<file path="config.mk">
export PLATFORM = sky130hd
export DESIGN_NAME = power_mode_clock_switch
export DESIGN_NICKNAME = d
export VERILOG_FILES = /design/src/verilog/pmc_pkg.sv /design/src/verilog/power_mode_clock_switch.sv
export SDC_FILE = /design/constraint.sdc
export NUM_CORES = 1
export LEC_CHECK = 0
export BUFFER_PORTS_ARGS = -buffer_cell sky130_fd_sc_hd__buf_2
export CELL_PAD_IN_SITES_DETAIL_PLACEMENT = 0
export CELL_PAD_IN_SITES_GLOBAL_PLACEMENT = 1
export CORE_MARGIN = 2
export CORE_UTILIZATION = 37
export CTS_BUF_LIST = sky130_fd_sc_hd__clkbuf_16
export CTS_CLUSTER_DIAMETER = 60
export CTS_CLUSTER_SIZE = 24
export DETAILED_ROUTE_END_ITERATION = 8
export HOLD_SLACK_MARGIN = 0.05
export MAX_ROUTING_LAYER = met4
export PLACE_DENSITY = 0.75
export SETUP_SLACK_MARGIN = 0.2
export SLEW_MARGIN = 20
export SYNTH_ARGS = -nofsm -noshare
export SYNTH_HDL_FRONTEND = slang
export SYNTH_SLANG_ARGS = --single-unit
</file>
<file path="constraint.sdc">
create_clock -name ref_clk -period 1.8 [get_ports ref_clk]
set_input_delay 0.27 -clock ref_clk [delete_from_list [all_inputs] [get_ports ref_clk]]
set_output_delay 0.27 -clock ref_clk [all_outputs]
set_load 0.005 [all_outputs]
</file>
<file path="src/verilog/pmc_pkg.sv">
// constants for the power mode and clock switch controller
// assumes one 100 MHz register clock; oscillators report ready levels from their own domains
// ==========================================================================
package pmc_pkg;
    // ======================================================================
    // register map
    localparam logic [3:0] ADDR_OSC_CTRL   = 4'h0;
    localparam logic [3:0] ADDR_TIMER_CTRL = 4'h4;
    localparam logic [3:0] ADDR_CFG        = 4'h8;
    localparam logic [3:0] ADDR_STATUS     = 4'hc;
    localparam int IDLE_EN_BIT   = 7;
    localparam int PRI_FLAG_BIT  = 3;
    localparam int SEC_FLAG_BIT  = 6;
    localparam int TOSC_EN_BIT   = 3;
    localparam int CFG_WDT_BIT   = 0;
    localparam int CFG_FSCM_BIT  = 1;
    localparam int CFG_TWO_SPEED = 2;
    localparam int CFG_CRYSTAL   = 3;
    // ======================================================================
    // source select encodings
    localparam logic [1:0] SRC_PRI   = 2'h2;
    localparam logic [1:0] SRC_TIMER = 2'h1;
    localparam logic [1:0] SRC_INT   = 2'h3;
    localparam logic [1:0] SRC_NONE  = 2'h0;
    // ======================================================================
    // timing
    localparam int OLD_CYCLES  = 2;
    localparam int NEW_CYCLES  = 4;
    localparam int OST_CYCLES  = 1024;
    localparam int CPU_READY_NS = 100;
    localparam int CLK_NS       = 10;
    localparam int CPU_READY_CYC = (CPU_READY_NS + CLK_NS - 1) / CLK_NS;
    localparam logic [7:0] CTRL_RESET = 8'h02;
    typedef enum logic [2:0] {
        ST_RUN, ST_SWITCH, ST_SLEEP, ST_IDLE, ST_WAKE_WAIT, ST_CPU_DELAY
    } mode_t;
endpackage

</file>
<file path="src/verilog/power_mode_clock_switch.sv">
// power-mode sequencer and clock source selector
// assumes oscillator ready levels and count ticks come from other clock domains
//
// The register addresses and the Avalon-MM register port were decided locally.
`timescale 1ns/10ps
module power_mode_clock_switch #(
    parameter int CPU_READY = pmc_pkg::CPU_READY_CYC,
    parameter int OST_COUNT = pmc_pkg::OST_CYCLES
) (
    input  wire logic        ref_clk,
    input  wire logic        rst_b,
    input  wire logic [3:0]  avs_address,
    input  wire logic        avs_read,
    input  wire logic        avs_write,
    input  wire logic [31:0] avs_writedata,
    output logic [31:0]      avs_readdata,
    output logic             avs_waitrequest,
    input  wire logic        sleep_instr,
    input  wire logic        wake_irq,
    input  wire logic        wdt_timeout,
    input  wire logic        pri_osc_ready,
    input  wire logic        pri_osc_tick,
    input  wire logic        timer_osc_ready,
    input  wire logic        int_osc_ready,
    output logic [1:0]       clk_mux_sel,
    output logic             cpu_clk_en,
    output logic             periph_clk_en,
    output logic             pri_osc_run,
    output logic             timer_osc_run,
    output logic             int_osc_run,
    output logic             low_freq_osc_run,
    output logic             cpu_ready
);
    import pmc_pkg::*;

    // ======================================================================
    // pin synchronisers
    logic [2:0] rdy_s1_q, rdy_s2_q;
    logic       tick_s1_q, tick_s2_q, tick_s3_q;
    always_ff @(posedge ref_clk or negedge rst_b) begin
        if (!rst_b) begin
            rdy_s1_q  <= 3'h0;
            rdy_s2_q  <= 3'h0;
            tick_s1_q <= 1'b0;
            tick_s2_q <= 1'b0;
            tick_s3_q <= 1'b0;
        end else begin
            rdy_s1_q  <= {int_osc_ready, timer_osc_ready, pri_osc_ready};
            rdy_s2_q  <= rdy_s1_q;
            tick_s1_q <= pri_osc_tick;
            tick_s2_q <= tick_s1_q;
            tick_s3_q <= tick_s2_q;
        end
    end
    wire pri_rdy   = rdy_s2_q[0];
    wire timer_rdy = rdy_s2_q[1];
    wire int_rdy   = rdy_s2_q[2];
    wire tick_edge = tick_s2_q & ~tick_s3_q;

    // ======================================================================
    // registers
    logic [7:0] osc_ctrl_q;
    logic       tosc_en_q;
    logic [3:0] cfg_q;
    logic       pri_flag_q, sec_flag_q;
    wire wr_ok = avs_write & ~avs_waitrequest;
    wire rd_ok = avs_read & ~avs_waitrequest;

    always_ff @(posedge ref_clk or negedge rst_b) begin
        if (!rst_b) begin
            osc_ctrl_q <= CTRL_RESET;
        end else if (wr_ok && avs_address == ADDR_OSC_CTRL) begin
            osc_ctrl_q <= {avs_writedata[IDLE_EN_BIT], 5'h00, avs_writedata[1:0]};
        end
    end

    always_ff @(posedge ref_clk or negedge rst_b) begin
        if (!rst_b) begin
            tosc_en_q <= 1'b0;
            cfg_q     <= 4'h0;
        end else if (wr_ok) begin
            if (avs_address == ADDR_TIMER_CTRL) begin
                tosc_en_q <= avs_writedata[TOSC_EN_BIT];
            end
            if (avs_address == ADDR_CFG) begin
                cfg_q <= avs_writedata[3:0];
            end
        end
    end

    wire       idle_en   = osc_ctrl_q[IDLE_EN_BIT];
    wire [1:0] src_sel   = osc_ctrl_q[1:0];
    wire       wdt_en    = cfg_q[CFG_WDT_BIT];
    wire       fscm_en   = cfg_q[CFG_FSCM_BIT];
    wire       two_speed = cfg_q[CFG_TWO_SPEED];
    wire       crystal   = cfg_q[CFG_CRYSTAL];

    // one wait state keeps read data from a flip-flop
    logic rd_pend_q;
    always_ff @(posedge ref_clk or negedge rst_b) begin
        if (!rst_b) begin
            rd_pend_q <= 1'b0;
        end else begin
            rd_pend_q <= avs_read & ~rd_pend_q;
        end
    end
    assign avs_waitrequest = avs_read & ~rd_pend_q;

    // ======================================================================
    // sequencer state
    mode_t      state_q;
    logic [1:0] cur_src_q, tgt_src_q;
    logic [3:0] sw_cnt_q;
    logic [15:0] dly_cnt_q;
    logic [10:0] ost_cnt_q;
    logic       ost_done_q;
    logic       pri_warm_q;

    function automatic logic src_ready(input logic [1:0] s, input logic pr,
                                       input logic tr, input logic ir);
        case (s)
            SRC_PRI:   src_ready = pr;
            SRC_TIMER: src_ready = tr;
            SRC_INT:   src_ready = ir;
            default:   src_ready = 1'b0;
        endcase
    endfunction

    // timer select ignored when timer osc disabled
    wire sel_legal = (src_sel != SRC_NONE) && !(src_sel == SRC_TIMER && !tosc_en_q);
    // crystal primary must finish start-up count
    wire pri_usable = pri_rdy && (!crystal || ost_done_q);
    wire tgt_rdy = (tgt_src_q == SRC_PRI) ? pri_usable :
                   src_ready(tgt_src_q, pri_rdy, timer_rdy, int_rdy);
    wire wake_evt = wake_irq | wdt_timeout;

    always_ff @(posedge ref_clk or negedge rst_b) begin
        if (!rst_b) begin
            ost_cnt_q  <= 11'h000;
            ost_done_q <= 1'b0;
        end else if (!pri_osc_run) begin
            ost_cnt_q  <= 11'h000;
            ost_done_q <= 1'b0;
        end else if (tick_edge && !ost_done_q) begin
            ost_cnt_q  <= ost_cnt_q + 11'h001;
            ost_done_q <= (ost_cnt_q == 11'(OST_COUNT - 1));
        end
    end

    always_ff @(posedge ref_clk or negedge rst_b) begin
        if (!rst_b) begin
            pri_warm_q <= 1'b0;
        end else begin
            pri_warm_q <= 1'b1;
        end
    end

    always_ff @(posedge ref_clk or negedge rst_b) begin
        if (!rst_b) begin
            state_q   <= ST_WAKE_WAIT;
            cur_src_q <= SRC_NONE;
            tgt_src_q <= SRC_PRI;
            sw_cnt_q  <= 4'h0;
            dly_cnt_q <= 16'h0000;
        end else begin
            case (state_q)
                ST_RUN: begin
                    if (sleep_instr) begin
                        if (idle_en) begin
                            state_q <= ST_IDLE;
                        end else begin
                            state_q <= ST_SLEEP;
                        end
                    end else if (sel_legal && src_sel != cur_src_q) begin
                        tgt_src_q <= src_sel;
                        sw_cnt_q  <= 4'h0;
                        state_q   <= ST_SWITCH;
                    end
                end
                ST_SWITCH: begin
                    // old source keeps running until target ready
                    if (tgt_rdy) begin
                        // two old plus four new cycles
                        if (sw_cnt_q == 4'(OLD_CYCLES + NEW_CYCLES - 1)) begin
                            cur_src_q <= tgt_src_q;
                            state_q   <= ST_RUN;
                        end else begin
                            sw_cnt_q <= sw_cnt_q + 4'h1;
                        end
                    end
                end
                ST_IDLE: begin
                    if (wake_evt) begin
                        dly_cnt_q <= 16'h0000;
                        state_q   <= ST_CPU_DELAY;
                    end
                end
                ST_SLEEP: begin
                    if (wake_evt) begin
                        // wake into run mode of current select
                        tgt_src_q <= sel_legal ? src_sel : SRC_INT;
                        cur_src_q <= (two_speed || fscm_en) ? SRC_INT : SRC_NONE;
                        state_q   <= ST_WAKE_WAIT;
                    end
                end
                ST_WAKE_WAIT: begin
                    // unclocked or internal until source ready
                    if (!pri_warm_q && two_speed) begin
                        cur_src_q <= SRC_INT;
                    end else if (tgt_rdy) begin
                        cur_src_q <= tgt_src_q;
                        dly_cnt_q <= 16'h0000;
                        state_q   <= ST_CPU_DELAY;
                    end
                end
                ST_CPU_DELAY: begin
                    if (dly_cnt_q == 16'(CPU_READY - 1)) begin
                        state_q <= ST_RUN;
                    end else begin
                        dly_cnt_q <= dly_cnt_q + 16'h0001;
                    end
                end
                default: state_q <= ST_RUN;
            endcase
        end
    end

    // ======================================================================
    // status flags
    // flags follow the source driving the device
    always_ff @(posedge ref_clk or negedge rst_b) begin
        if (!rst_b) begin
            pri_flag_q <= 1'b0;
            sec_flag_q <= 1'b0;
        end else if (state_q == ST_SLEEP) begin
            pri_flag_q <= 1'b0;
            sec_flag_q <= 1'b0;
        end else if (state_q != ST_IDLE) begin
            pri_flag_q <= (cur_src_q == SRC_PRI);
            sec_flag_q <= (cur_src_q == SRC_TIMER);
        end
    end

    // ======================================================================
    // clock gating and oscillator enables
    wire sleeping = (state_q == ST_SLEEP);
    assign clk_mux_sel   = cur_src_q;
    assign cpu_clk_en    = (state_q == ST_RUN || state_q == ST_SWITCH) && cur_src_q != SRC_NONE;
    assign periph_clk_en = !sleeping && cur_src_q != SRC_NONE;
    assign cpu_ready     = (state_q == ST_RUN || state_q == ST_SWITCH);
    // primary stops when another source is in use and primary is not the target
    assign pri_osc_run = !sleeping && (cur_src_q == SRC_PRI || tgt_src_q == SRC_PRI);
    // timer osc keeps running when enabled
    assign timer_osc_run = tosc_en_q;
    assign int_osc_run   = !sleeping && (cur_src_q == SRC_INT || tgt_src_q == SRC_INT
                                         || two_speed || fscm_en);
    // low-frequency osc kept for watchdog or monitor
    assign low_freq_osc_run = wdt_en || fscm_en || (int_osc_run && cur_src_q == SRC_INT);

    // ======================================================================
    // read data, unmapped reads return zero
    always_ff @(posedge ref_clk or negedge rst_b) begin
        if (!rst_b) begin
            avs_readdata <= 32'h0;
        end else if (avs_read && !rd_pend_q) begin
            case (avs_address)
                ADDR_OSC_CTRL: avs_readdata <= {24'h0, osc_ctrl_q[7:4], pri_flag_q,
                                                osc_ctrl_q[2:0]};
                ADDR_TIMER_CTRL: avs_readdata <= {25'h0, sec_flag_q, 2'h0, tosc_en_q, 3'h0};
                ADDR_CFG:      avs_readdata <= {28'h0, cfg_q};
                ADDR_STATUS:   avs_readdata <= {26'h0, 3'(state_q), cur_src_q, cpu_ready};
                default:       avs_readdata <= 32'h0;
            endcase
        end
    end
endmodule // power_mode_clock_switch

</file>
==> metrics.md <==
| Metric | Value |
|---|---|
| Outcome | `complete, but fails checks` |
| Failing checks | `negative setup slack` |
| Final setup fails | `23` |
| CP Launch Type | `flop` |
| Achievable Freq | `around 0.5 GHz` |
| Fin nets | `564` |
| # diodes | `0` |
| TritonCTS buffer count | `9` |
| Final Critical Period | `1.95 ns` |
| Leakage | `2.46 nW` |
| Fin. max-slew vios | `0` |
| Post-synth EDFFs | `0` |
| Final period utilization | `108%` |
| Cells after Synth | `a little under 400` |
| Post-synthesis cell type count | `57` |
| Core area | `just under 10000 µm²` |
| Worst IR Drop VDD | `approximately 0.77 mV` |
| Main synth FF type | `dfrtp_1` |
| Combinational family with the most area after synthesis | `simple AND/OR/NAND/NOR gates` |
| Synth area leader | `dfrtp_1` |
| Setup TNS | `-1.88 ns` |
| Compound-gate portion of the synthesized area | `between 10% and 20%` |
| Largest net degree at the start of global routing | `29` |
| Final Cell Area | `around 5300 µm²` |
| First drt pass iteration count | `4` |
| P per Cell Area | `1290 nW/µm²` |
| Required @ worst endpoint | `about 2.1 ns` |
| Global Route Usage Sum | `a little under a fifth` |
| #FFs+latches synth | `~70` |
| Worst skew pair latency | `roughly 0.34 ns` |
| Post-DP Area | `between 4000 and 5000 µm²` |
| Final hold vios | `0` |
| Vias per std cell | `between 5 and 6` |
| Initial Util | `38.2%` |
| Filler Cell Count | `between 900 and 1000` |
| Most frequent cell after synthesis | `dfrtp_1` |
| Critical R2R Launch | `tgt_src_q[1]` |
| Ys Warns | `0` |
| Fraction of layout cells with a size suffix above 1 | `~43%` |
| Top cells by area, synth | `dfrtp_1, buf_4, mux2_2` |
| Final WS setup | `-0.145 ns` |
| Hold wc startpoint | `avs_writedata[2]` |
| # DRC | `0` |
| Reg2Reg Depth | `6` |
| # IOs | `around 90` |
| Top cell type's share of synthesized area | `between 40% and 50%` |
| Mean Syn Cell Area | `between 9 and 10 µm²` |
| Total Wirelength | `approximately 9.4 mm` |
| Reg-to-reg endpoint | `dly_cnt_q[9]` |
| Crit Path Class | `flop to flop` |
| Grt total ovfl | `0` |
| Mux contribution to synthesized area | `approximately 6.4%` |
| WHS | `0.166 ns` |
| Clk buf depth | `2` |
| First-pass GRT wire length | `approximately 16 mm` |
| Die ar. | `~11000 µm²` |
| CTS sink count | `between 60 and 70` |
| H-tree depth | `3` |
| Synth Area in XOR/XNOR | `approximately 2.1%` |
| Remaining antenna violation count | `0` |
| R2R Setup Slk | `-0.15 ns` |
| Initial antenna violation count | `0` |
| RSZ-0062 raised after global routing | `true` |
| CTS tree | `done` |
| Crit path cell chain | `nor2b_4 -> a32o_2 -> a21oi_4 -> buf_12 -> or4_4 -> a21oi_2` |
| Hold Path Cell Cnt | `2` |
| Crit-path max FO | `25` |
| Max stage delay on crit path | `roughly 0.56 ns` |
| Vias in the first global route | `3300` |
| Critical-path top delay cell | `dfstp_2` |
| GPL Wtd Cong | `0.877` |
| Port-buffer cells | `37` |
| Hold Path End | `cfg_q[2]` |
| Initial DRC count | `around 140` |
| Die H | `105 µm` |
| CP endpoint kind | `flop` |
| Avg WL per Cell | `between 10 and 15 µm` |
| Tightest Pin Transition | `0.538 ns` |
| Worst Hold Class | `primary input to flop` |
| Cell Rows | `36` |
| Max transition margin | `between 60 and 70%` |
| Area growth from synthesis to layout | `42.0%` |
| Max Cap Violations | `0` |
| FFs w/ async S/R, synth | `between 90% and 100%` |
| Routed vias | `approximately 3300` |
| Die W | `approximately 100 µm` |
| Seq/Total Area, Yosys | `45.4%` |
| Synth cell count leaders | `dfrtp_1, nor2_1, nand2_1` |
| CTS Root Cell | `clkbuf_16` |
| Cell Area, Synth | `3750 µm²` |
| Post-Synth Adder-Cell Area | `roughly 1.7%` |
| Clk pin slew, worst setup/hold paths | `approximately 0.060 ns` |
| Post-synthesis simple-gate area fraction | `a little under a quarter` |
| Clock skew | `roughly 0.012 ns` |
| Detailed placement HPWL | `between 6 and 7 mm` |
| WP data arrival | `2.21 ns` |
layout make-up:
class	instances	area [µm²]	share of cell area [%]
flip-flops and latches	68	1710	32.1
clock inverters	7	52.6	0.986
multi-input cells	297	2160	40.6
well taps	133	166	3.12
inverters	11	41.3	0.775
clock buffers	9	225	4.23
repair buffers	125	967	18.1
routing by layer:
metal / share of wire (%) / vias up / global-route usage (%)
met5: 0 / - / -
met4: 0.87 / 0 / 5.52
met3: 2.9 / 10 / 3.87
met2: 52 / 50 / 30.7
met1: 44 / 1643 / 22.4
li1: - / 1609 / -
flip-flops by register name, indices dropped and copies added, names as in the netlist, 3 cells and up:
register,count
osc_ctrl_q,3
rdy_s2_q,3
dly_cnt_q,16
rdy_s1_q,3
avs_readdata,8
ost_cnt_q,11
state_q,3
cfg_q,4
sw_cnt_q,4
worst max path at each step:
stage	start	endpoint	cells past startpoint
detailed placement	tgt_src_q[1]	dly_cnt_q[5]	6
global placement	tgt_src_q[1]	dly_cnt_q[9]	6
finish	tgt_src_q[1]	dly_cnt_q[9]	6
floorplan	state_q[2]	dly_cnt_q[12]	6
CTS	tgt_src_q[1]	dly_cnt_q[10]	6
global route	tgt_src_q[1]	dly_cnt_q[5]	6
where the power goes:
group | internal (mW) | total [mW] | switching, mW
Clock | 0.938 | 1.65 | 0.710
Combinational | 1.66 | 3.21 | 1.55
Sequential | 1.78 | 2.02 | 0.243
worst max-delay path: cells and delay by family (launching register included):
family	cells	cell delay [ns]
AND/OR/NAND/NOR	2	0.68
AO/OA/AOI/OAI	3	0.47
flip-flops	1	0.56
buffers and inverters	1	0.16
placed cells by master, fill, tap and decap left out, types with 4 or more instances in the layout:
cell,n
inv_1,9
conb_1,25
dfrtp_1,60
nand3_1,14
clkbuf_16,9
or3_1,5
xor2_1,4
o31ai_1,9
nor2_1,29
dlygate4sd3_1,5
nand2b_4,5
nand2b_1,5
nand2_2,5
buf_2,37
nor3_1,4
mux2_2,10
and3_1,5
dfrtp_2,5
nand2_1,24
o21ai_0,17
xnor2_1,5
buf_4,61
a21oi_2,9
a21oi_1,10
mux2i_1,6
or4_4,6
mux2_4,6
a22o_1,5
nand4_1,14
o21ai_1,6
buf_6,19
ha_1,5
stage by stage:
step	total power, mW	std cells	util, %	setup slack (ns)
6_report	6.88	650	54.3	-0.145
5_1_grt	7.32	650	54.3	-0.217
4_1_cts	6.64	639	51.8	-0.120
3_5_place_dp	4.56	606	46.1	-0.134
3_3_place_gp	4.51	606	46.1	-0.111
2_1_floorplan	3.61	416	-	-0.0529
cell families after synthesis:
group                      after synthesis
and+or+nand+nor                        156
AOI/OAI and AO/OA                       80
DFF                                     68
buffers and inverters                   51
muxes                                   22
xor gates and xnor gates                 9
adders and majority gates                5
other                                    2
what timing repair did:
item                       in CTS  in global routing
hold endpoints to repair       22                  0
hold buffers                    5                  0
buffers inserted               12                 11
setup endpoints to repair      32                 39
resized for setup              37                 39
pin swaps                      17                 19
No activity file was read; power rests on OpenSTA's default activity.
